`config.mk`:
```
export PLATFORM = sky130hd
export DESIGN_NAME = lane_conditioning_config_regs
export DESIGN_NICKNAME = d
export VERILOG_FILES = /design/src/hw/lane_cond_pkg.sv /design/src/hw/cond_reg_cell.sv /design/src/hw/lane_conditioning_config_regs.sv
export VERILOG_INCLUDE_DIRS = /design/src /design/src/hw
export SDC_FILE = /design/constraint.sdc
export NUM_CORES = 1
export LEC_CHECK = 0
export BUFFER_PORTS_ARGS = -buffer_cell sky130_fd_sc_hd__buf_2
export CORE_MARGIN = 3
export CORE_UTILIZATION = 50
export DETAILED_ROUTE_END_ITERATION = 12
export PLACE_DENSITY = 0.81
export SLEW_MARGIN = 20
export SYNTH_ARGS = -nofsm -noshare
export SYNTH_HDL_FRONTEND = slang
export SYNTH_HIERARCHICAL = 1
export SYNTH_SLANG_ARGS = --single-unit
```
`constraint.sdc`:
```
create_clock -name clk -period 1.9 [get_ports clk]
set_clock_uncertainty 0.05 [all_clocks]
set_input_delay 0.095 -clock clk [delete_from_list [all_inputs] [get_ports clk]]
set_output_delay 0.095 -clock clk [all_outputs]
set_load 0.02 [all_outputs]
```
`src/hw/lane_cond_consts.svh`:
```
// Purpose: Offsets, field positions, reset values of the lane conditioning registers
// Assumes: Byte-wide registers on an 8-bit register address
// Notes:   Definitions only
`ifndef LANE_COND_CONSTS_SVH
`define LANE_COND_CONSTS_SVH

// Register offsets
`define OFS_IN0_EQ        8'h2C
`define OFS_OUTA0_SWING   8'h2D
`define OFS_OUTA0_DEEMPH  8'h2E
`define OFS_IN0_IDLE_THR  8'h2F
`define OFS_OUTB0_IDLERT  8'h32
`define OFS_OUTB0_SWING   8'h34

// Reset values
`define RST_IN0_EQ        8'h20
`define RST_SWING         8'h03
`define RST_DEEMPH        8'h03
`define RST_IDLE_THR      8'h00
`define RST_IDLERT        8'h00

// Field positions
`define EQ_EN_BIT         5
`define EQ_GAIN_HI        4
`define EQ_GAIN_LO        3
`define EQ_BOOST_HI       2
`define DEEMPH_TYPE_BIT   7
`define THR_DEASSERT_HI   3
`define THR_DEASSERT_LO   2
`define THR_ASSERT_HI     1
`define IDLE_AUTO_BIT     5
`define IDLE_SEL_BIT      4
`define RATE_AUTO_BIT     1
`define RATE_SEL_BIT      0

// Swing codes
`define SWING_600MV       7'h03
`define SWING_800MV       7'h07
`define SWING_1000MV      7'h0F
`define SWING_1200MV      7'h1F
`define SWING_RESERVED    7'h3F

`endif

```
`src/hw/lane_cond_pkg.sv`:
```
// Purpose: Types carried between the register bank and the analog controls
// Assumes: Constants come from lane_cond_consts.svh
// Notes:   Types only
`default_nettype none
package lane_cond_pkg;

  typedef struct packed {
    logic       enable;
    logic [1:0] gainStage;
    logic [2:0] boostLevel;
    logic [9:0] boostTenthDb;   // 0 when the code is not a listed setting
  } eq_cfg_s;

  typedef struct packed {
    logic       enhanced;
    logic [6:0] level;
    logic [7:0] deemphTenthDb;  // Magnitude of the negative figure
    logic [6:0] swingCode;
    logic [10:0] swingMv;        // 0 for unlisted codes
    logic       swingReserved;
  } drive_cfg_s;

  typedef struct packed {
    logic [7:0] deassertMv;
    logic [7:0] assertMv;
    logic       sigDetectEn;
    logic       outMute;
    logic       rateHigh;       // 1: 5.0 to 6.4 Gbps, 0: 2.5 to 3.2 Gbps
  } idle_cfg_s;

endpackage : lane_cond_pkg
`default_nettype wire

```
`src/hw/cond_reg_cell.sv`:
```
// Purpose: One byte-wide read/write configuration register
// Assumes: Write strobe comes from logic on clk
// Notes:   Reserved bits are stored like any other
`default_nettype none
module cond_reg_cell #(
  parameter logic [7:0] RESET_VAL = 8'h00
) (
  input  wire logic       clk,
  input  wire logic       rst,
  input  wire logic       wrEn,
  input  wire logic [7:0] wrData,
  output logic [7:0]      value_ff
);
  // Async reset to the register's own default
  always_ff @(posedge clk or posedge rst) begin
    if (rst) value_ff <= RESET_VAL;
    else if (wrEn) value_ff <= wrData;
  end
endmodule // cond_reg_cell
`default_nettype wire

```
`src/hw/lane_conditioning_config_regs.sv`:
```
// Purpose: Configuration register bank for one conditioning lane
// Assumes: Register port is the management bus engine on clk; detector inputs asynchronous
// Notes:   Read data is registered, one cycle after the read strobe
// Function
// - Equalizer byte: bit5 enable, bits4:3 gain stage, bits2:0 boost level.
// - Equalizer resets to 20h, bypass, no boost until reprogrammed.
// - Listed equalizer codes map to their boost figures at 3 GHz.
// - Swing codes 03/07/0F/1F give 600-1200 mV; 3F reserved.
// - De-emphasis bit7 picks type; bits6:0 hold the level.
// - De-emphasis codes 01/E8/88/90/A0 give 0 to -12 dB; reset 03h.
// - Idle threshold bits3:2 set de-assert level, bits1:0 assert level.
// - Idle-auto bit5 set: automatic idle; clear: manual bit4 rules.
// - Manual idle-select 0 keeps output on, detect off; 1 mutes.
// - Rate-auto bit1 set: automatic rate; clear: manual bit0 rules.
// - Manual rate-select 0 is 2.5-3.2 Gbps, 1 is 5.0-6.4 Gbps.
`include "lane_cond_consts.svh"
`default_nettype none
module lane_conditioning_config_regs (
  input  wire logic                      clk,
  input  wire logic                      rst,
  input  wire logic                      regWrEn,
  input  wire logic                      regRdEn,
  input  wire logic [7:0]                regAddr,
  input  wire logic [7:0]                regWrData,
  output logic [7:0]                     regRdData,
  output logic                           regAddrHit,
  input  wire logic                      idleDetAsync,
  input  wire logic                      rateDetAsync,
  output lane_cond_pkg::eq_cfg_s         eqCfg,
  output lane_cond_pkg::drive_cfg_s      outACfg,
  output lane_cond_pkg::drive_cfg_s      outBCfg,
  output lane_cond_pkg::idle_cfg_s       idleCfg
);
  localparam int NREG = 6;
  localparam logic [NREG*8-1:0] OFS_LIST = {`OFS_OUTB0_SWING, `OFS_OUTB0_IDLERT,
    `OFS_IN0_IDLE_THR, `OFS_OUTA0_DEEMPH, `OFS_OUTA0_SWING, `OFS_IN0_EQ};
  localparam logic [NREG*8-1:0] RST_LIST = {`RST_SWING, `RST_IDLERT,
    `RST_IDLE_THR, `RST_DEEMPH, `RST_SWING, `RST_IN0_EQ};

  // Boost in tenths of dB for the listed codes
  function automatic logic [9:0] eqBoost(input logic [5:0] c);
    case (c)
      6'h2A:   eqBoost = 10'h032;
      6'h30:   eqBoost = 10'h05A;
      6'h32:   eqBoost = 10'h075;
      6'h39:   eqBoost = 10'h092;
      6'h35:   eqBoost = 10'h0B8;
      6'h37:   eqBoost = 10'h0C8;
      6'h3B:   eqBoost = 10'h0D4;
      6'h3D:   eqBoost = 10'h11C;
      default: eqBoost = 10'h000;
    endcase
  endfunction

  // De-emphasis magnitude in tenths of dB
  function automatic logic [7:0] deemphDb(input logic [7:0] c);
    case (c)
      8'hE8:   deemphDb = 8'h23;
      8'h88:   deemphDb = 8'h3C;
      8'h90:   deemphDb = 8'h5A;
      8'hA0:   deemphDb = 8'h78;
      default: deemphDb = 8'h00;
    endcase
  endfunction

  // Swing in mV; used for both outputs
  function automatic logic [10:0] swingMv(input logic [6:0] c);
    case (c)
      `SWING_600MV:  swingMv = 11'h258;
      `SWING_800MV:  swingMv = 11'h320;
      `SWING_1000MV: swingMv = 11'h3E8;
      `SWING_1200MV: swingMv = 11'h4B0;
      default:       swingMv = 11'h000;
    endcase
  endfunction

  // Idle threshold pair lookups
  function automatic logic [7:0] deassertMv(input logic [1:0] c);
    case (c)
      2'h0:    deassertMv = 8'h6E;
      2'h1:    deassertMv = 8'h96;
      2'h2:    deassertMv = 8'hAA;
      default: deassertMv = 8'hBE;
    endcase
  endfunction

  function automatic logic [7:0] assertMv(input logic [1:0] c);
    case (c)
      2'h0:    assertMv = 8'h46;
      2'h1:    assertMv = 8'h6E;
      2'h2:    assertMv = 8'h82;
      default: assertMv = 8'h96;
    endcase
  endfunction

  function automatic lane_cond_pkg::drive_cfg_s driveDecode(input logic [7:0] sw,
                                                             input logic [7:0] de);
    lane_cond_pkg::drive_cfg_s d;
    d.enhanced      = de[`DEEMPH_TYPE_BIT];
    d.level         = de[6:0];
    d.deemphTenthDb = deemphDb(de);
    d.swingCode     = sw[6:0];
    d.swingMv       = swingMv(sw[6:0]);
    d.swingReserved = (sw[6:0] == `SWING_RESERVED);
    driveDecode     = d;
  endfunction

  // Address decode, one hit line per register
  logic [NREG-1:0] hit;
  logic [7:0]      regVal [NREG];
  logic [7:0]      rdMux;

  genvar gi;
  generate
    for (gi = 0; gi < NREG; gi++) begin : g_reg
      assign hit[gi] = (regAddr == OFS_LIST[gi*8 +: 8]);
      cond_reg_cell #(.RESET_VAL(RST_LIST[gi*8 +: 8])) u_cell (
        .clk      (clk),
        .rst      (rst),
        .wrEn     (regWrEn & hit[gi]),
        .wrData   (regWrData),
        .value_ff (regVal[gi])
      );
    end
  endgenerate

  // Unmapped addresses read zero; writes to them are dropped
  always_comb begin
    rdMux = 8'h00;
    for (int i = 0; i < NREG; i++) begin
      if (hit[i]) rdMux = regVal[i];
    end
  end
  assign regAddrHit = |hit;

  logic [7:0] rdData_ff;
  always_ff @(posedge clk or posedge rst) begin
    if (rst) rdData_ff <= 8'h00;
    else if (regRdEn) rdData_ff <= rdMux;
  end
  assign regRdData = rdData_ff;

  // Two-stage synchronisers for the analog detector levels
  logic [1:0] idleSync_ff;
  logic [1:0] rateSync_ff;
  always_ff @(posedge clk or posedge rst) begin
    if (rst) begin
      idleSync_ff <= 2'b00;
      rateSync_ff <= 2'b00;
    end else begin
      idleSync_ff <= {idleSync_ff[0], idleDetAsync};
      rateSync_ff <= {rateSync_ff[0], rateDetAsync};
    end
  end

  // Field views
  wire [7:0] eqReg   = regVal[0];
  wire [7:0] thrReg  = regVal[3];
  wire [7:0] modeReg = regVal[4];
  wire       idleAuto = modeReg[`IDLE_AUTO_BIT];
  wire       rateAuto = modeReg[`RATE_AUTO_BIT];

  // Equalizer decode; bypass from reset since enable-only code has no boost
  assign eqCfg.enable       = eqReg[`EQ_EN_BIT];
  assign eqCfg.gainStage    = eqReg[`EQ_GAIN_HI:`EQ_GAIN_LO];
  assign eqCfg.boostLevel   = eqReg[`EQ_BOOST_HI:0];
  assign eqCfg.boostTenthDb = eqBoost(eqReg[5:0]);

  // Output drive decode, shared function for both outputs
  assign outACfg = driveDecode(regVal[1], regVal[2]);
  assign outBCfg = driveDecode(regVal[5], 8'h00);

  // Idle thresholds; reserved upper bits ignored
  assign idleCfg.deassertMv = deassertMv(thrReg[`THR_DEASSERT_HI:`THR_DEASSERT_LO]);
  assign idleCfg.assertMv   = assertMv(thrReg[`THR_ASSERT_HI:0]);

  // Auto mode overrides the manual bit for both mute and rate
  assign idleCfg.sigDetectEn = idleAuto | modeReg[`IDLE_SEL_BIT];
  assign idleCfg.outMute  = idleAuto ? idleSync_ff[1] : modeReg[`IDLE_SEL_BIT];
  assign idleCfg.rateHigh = rateAuto ? rateSync_ff[1] : modeReg[`RATE_SEL_BIT];
endmodule // lane_conditioning_config_regs
`default_nettype wire

```
==> impl_metrics.toml <==
[outcome]
status = "complete, but fails checks"
violations = "negative setup slack"

[worst_setup_path]
crit_buf_inv = 1
crit_end = "outBCfg[6]"
startpoint = "g_reg[5].u_cell/value_ff[0]"
slowest_delay_ns = 0.55
worstReg2RegStart = "g_reg[0].u_cell/value_ff[0]"
rr_worst_depth = 5
cp-end-kind = "output port"
critPathTopFamily = "simple AND/OR/NAND/NOR gates"
r2r_setup_slack_ns = 0.26
startpoint_type = "register"
crit_path_top_delay_cell = "dfstp_2"
cp.depth = 5
reg2reg_to = "regRdData[0]"
crit_required_ns = 1.75
crit_chain = "nand2_2, or3_4, nor3b_4, or2_1, buf_6"
crit_type = "register to output port"
cp.arrival_ns = 1.80
path_max_fanout = 6

[cts]
clockRootBuffer = "clkbuf_8"
htreeDepth = 3
tritoncts = "yes"
clk_latency_ns = 0.34
path_clk_slew_ns = 0.07
numCtsBuffers = 9
cts_buffer_depth = 2
clkSinkCount = 60

[hold_path]
hold_class = "input pin to register"

[yosys]
postSynthRegisterBits = 60
synth_ff_type = "dfrtp_1"
ys_seq_area_share_pct = 40.4
syn_inst = 323
synth_edf_count = 0
async_flop_share_pct = 100
yosysWarnings = 6
ys_types = 41
synth.avg_cell_area_sq_um = 11.6
synth.cell_area_sq_um = 3730

[power]
p_sw_mw = 0.875
p_leak_nw = 2.34
clkPwrFrac_pct = 34.4
pwr-share-comb_pct = 18.4
vdd_drop_max_v = 0.000459
seq_power_share_pct = 47.2
p_int_mw = 2.16
switching_share_pct = 28.9
p_per_area_nw_per_um2 = 644

[finish]
final_cell_area_sq_um = 4710
area_growth_pct = 26.1
nFillCells = 555
drive_gt1_share_pct = 56.8
num_antenna_cells = 0
nets = 469

[grt]
grt_pass1_vias = 2729
grt_overflow = 0
grt_pass1_wl_um = 14900
grt_use_total_pct = 22.5
antenna_found_initial = 0
grt_max_degree = 18

[timing]
slew_violations = 0
post-route-period-util_pct = 102
fin_ws_ns = -0.0409
finalSetupTns_ns = -0.0645
clock.fmax_mhz = 515
setup_viol = 3
tightest_slew_ns = 0.509
hold_viol = 0
slew_headroom_pct = 66.0
post-route-min-period_ns = 1.94
rsz0062_at_grt = "true"

[placement]
placed_area_sq_um = 4260
finalWeightedCongestion = 0.843
io_buffers = 107
dpl.hpwl_um = 6890

[route]
wl_per_cell_um = 17.5
viasPerCell = 5.38
drt_iter0_markers = 211
ant_nets = 0
vias = 2941
wl_um = 9550
firstDrtPassIters = 4
drc = 0

[floorplanning]
die-area_sq_um = 8540
rows = 30
die_y_um = 92.4
ios = 136
initial_utilization_pct = 53.2
die_w_um = 92.4
coreArea_sq_um = 7020

[job]
maxCapViolCount = 0
==> cell usage in the layout (no fill, tap or decap), drive strengths merged, types with 3 or more instances in the layout <==
| cell | synthesis | final |
|---|---|---|
| and2 | 4 | 4 |
| or2 | 5 | 5 |
| dlygate4sd3 | 0 | 3 |
| clkbuf | 9 | 13 |
| and3 | 3 | 3 |
| nand3 | 11 | 11 |
| mux4 | 8 | 8 |
| nor3 | 6 | 6 |
| or3 | 3 | 3 |
| nor4 | 6 | 6 |
| nand2 | 13 | 13 |
| mux2 | 50 | 50 |
| conb | 2 | 28 |
| buf | 47 | 140 |
| dfrtp | 53 | 53 |
| dfstp | 7 | 7 |
| inv | 11 | 11 |
| nand2b | 4 | 4 |
| xnor2 | 4 | 4 |
| a21oi | 15 | 15 |
| nor3b | 9 | 9 |
| nor2b | 6 | 6 |
| o221a | 8 | 8 |
| o211ai | 8 | 8 |
| nor2 | 15 | 15 |
==> routing by layer <==
metal / routed length, um / track usage (%) / part of all wire [%] / up-vias
met2: 4520 / 34.8 / 47 / 139
met3: 686 / 4.63 / 7.2 / 13
met1: 4200 / 32.2 / 44 / 1452
met5: 0 / 0 / 0 / -
met4: 141 / 6.06 / 1.5 / 0
li1: - / - / - / 1337
==> how the worst min path moves through the flow <==
stage	to	start	depth (start not counted)
floorplan	g_reg[1].u_cell/value_ff[2]	rst	1
global placement	g_reg[1].u_cell/value_ff[7]	rst	2
detailed placement	g_reg[1].u_cell/value_ff[7]	rst	2
CTS	g_reg[3].u_cell/value_ff[7]	regWrData[7]	2
global route	g_reg[0].u_cell/value_ff[7]	regWrData[7]	2
finish	g_reg[3].u_cell/value_ff[7]	regWrData[7]	2
==> synth_stat cells, drive strengths merged, types with 7 or more instances <==
library cell / number / area share, %
o221a: 8 / 2.4
nor3b: 9 / 1.8
nand3: 11 / 1.5
nand2: 13 / 1.3
clkbuf: 9 / 0.90
nor2: 15 / 1.5
a21oi: 15 / 2.0
buf: 47 / 9.9
dfrtp: 53 / 36
inv: 11 / 1.1
mux4: 8 / 4.8
dfstp: 7 / 4.9
mux2: 50 / 20
o211ai: 8 / 1.6
==> cell families after synthesis <==
kind of cell              Yosys count  synth area share (%)
AOI/OAI and AO/OA                  38                  7.51
xor gates and xnor gates            4                 0.938
buffers and inverters              67                  11.9
DFF                                60                  40.4
muxes                              58                  24.7
other                               2                 0.201
and+or+nand+nor                    94                  14.3
==> power groups by stage <==
stage               Sequential [mW]  Clock [mW]  Combinational [mW]
floorplan                      1.48           0               0.364
global placement               1.45           0               0.493
detailed placement             1.45           0               0.505
CTS                            1.43        1.06               0.531
global route                   1.44        1.11               0.596
finish                         1.43        1.04               0.558
==> timing repair <==
item / 4_1_cts / 5_1_grt
buffers inserted: 8 / 12
hold buffers: 3 / 0
setup endpoints to repair: 17 / 20
hold endpoints to repair: 60 / 0
resized for setup: 16 / 17
pin swaps: 4 / 7
==> metrics by stage <==
step	utilization [%]	worst slack (ns)	hold slack, ns	std cells	total power [mW]
2_1_floorplan	-	-0.000990	-0.141	349	1.84
4_1_cts	65.1	-0.0389	0.0462	535	3.02
5_1_grt	67.1	-0.132	0.0595	547	3.15
3_5_place_dp	60.7	0.0877	0.0746	509	1.96
3_3_place_gp	60.7	0.222	0.0649	509	1.94
6_report	67.1	-0.0409	0.0544	547	3.03
==> registers in the layout (all words and copies together) (netlist names) <==
name,count
regRdData,8
g.u_cell/value_ff,48
idleSync_ff,2
rateSync_ff,2
==> layout make-up <==
cell class	instances	area (sq um)	share of cell area [%]
multi-input cells	222	2000	42.4
flip-flops and latches	60	1520	32.3
repair buffers	143	852	18.1
clock buffers	13	169	3.59
well taps	96	120	2.55
inverters	11	41.3	0.877
clock inverters	2	10.0	0.213
(Power assumes the default switching activity.)
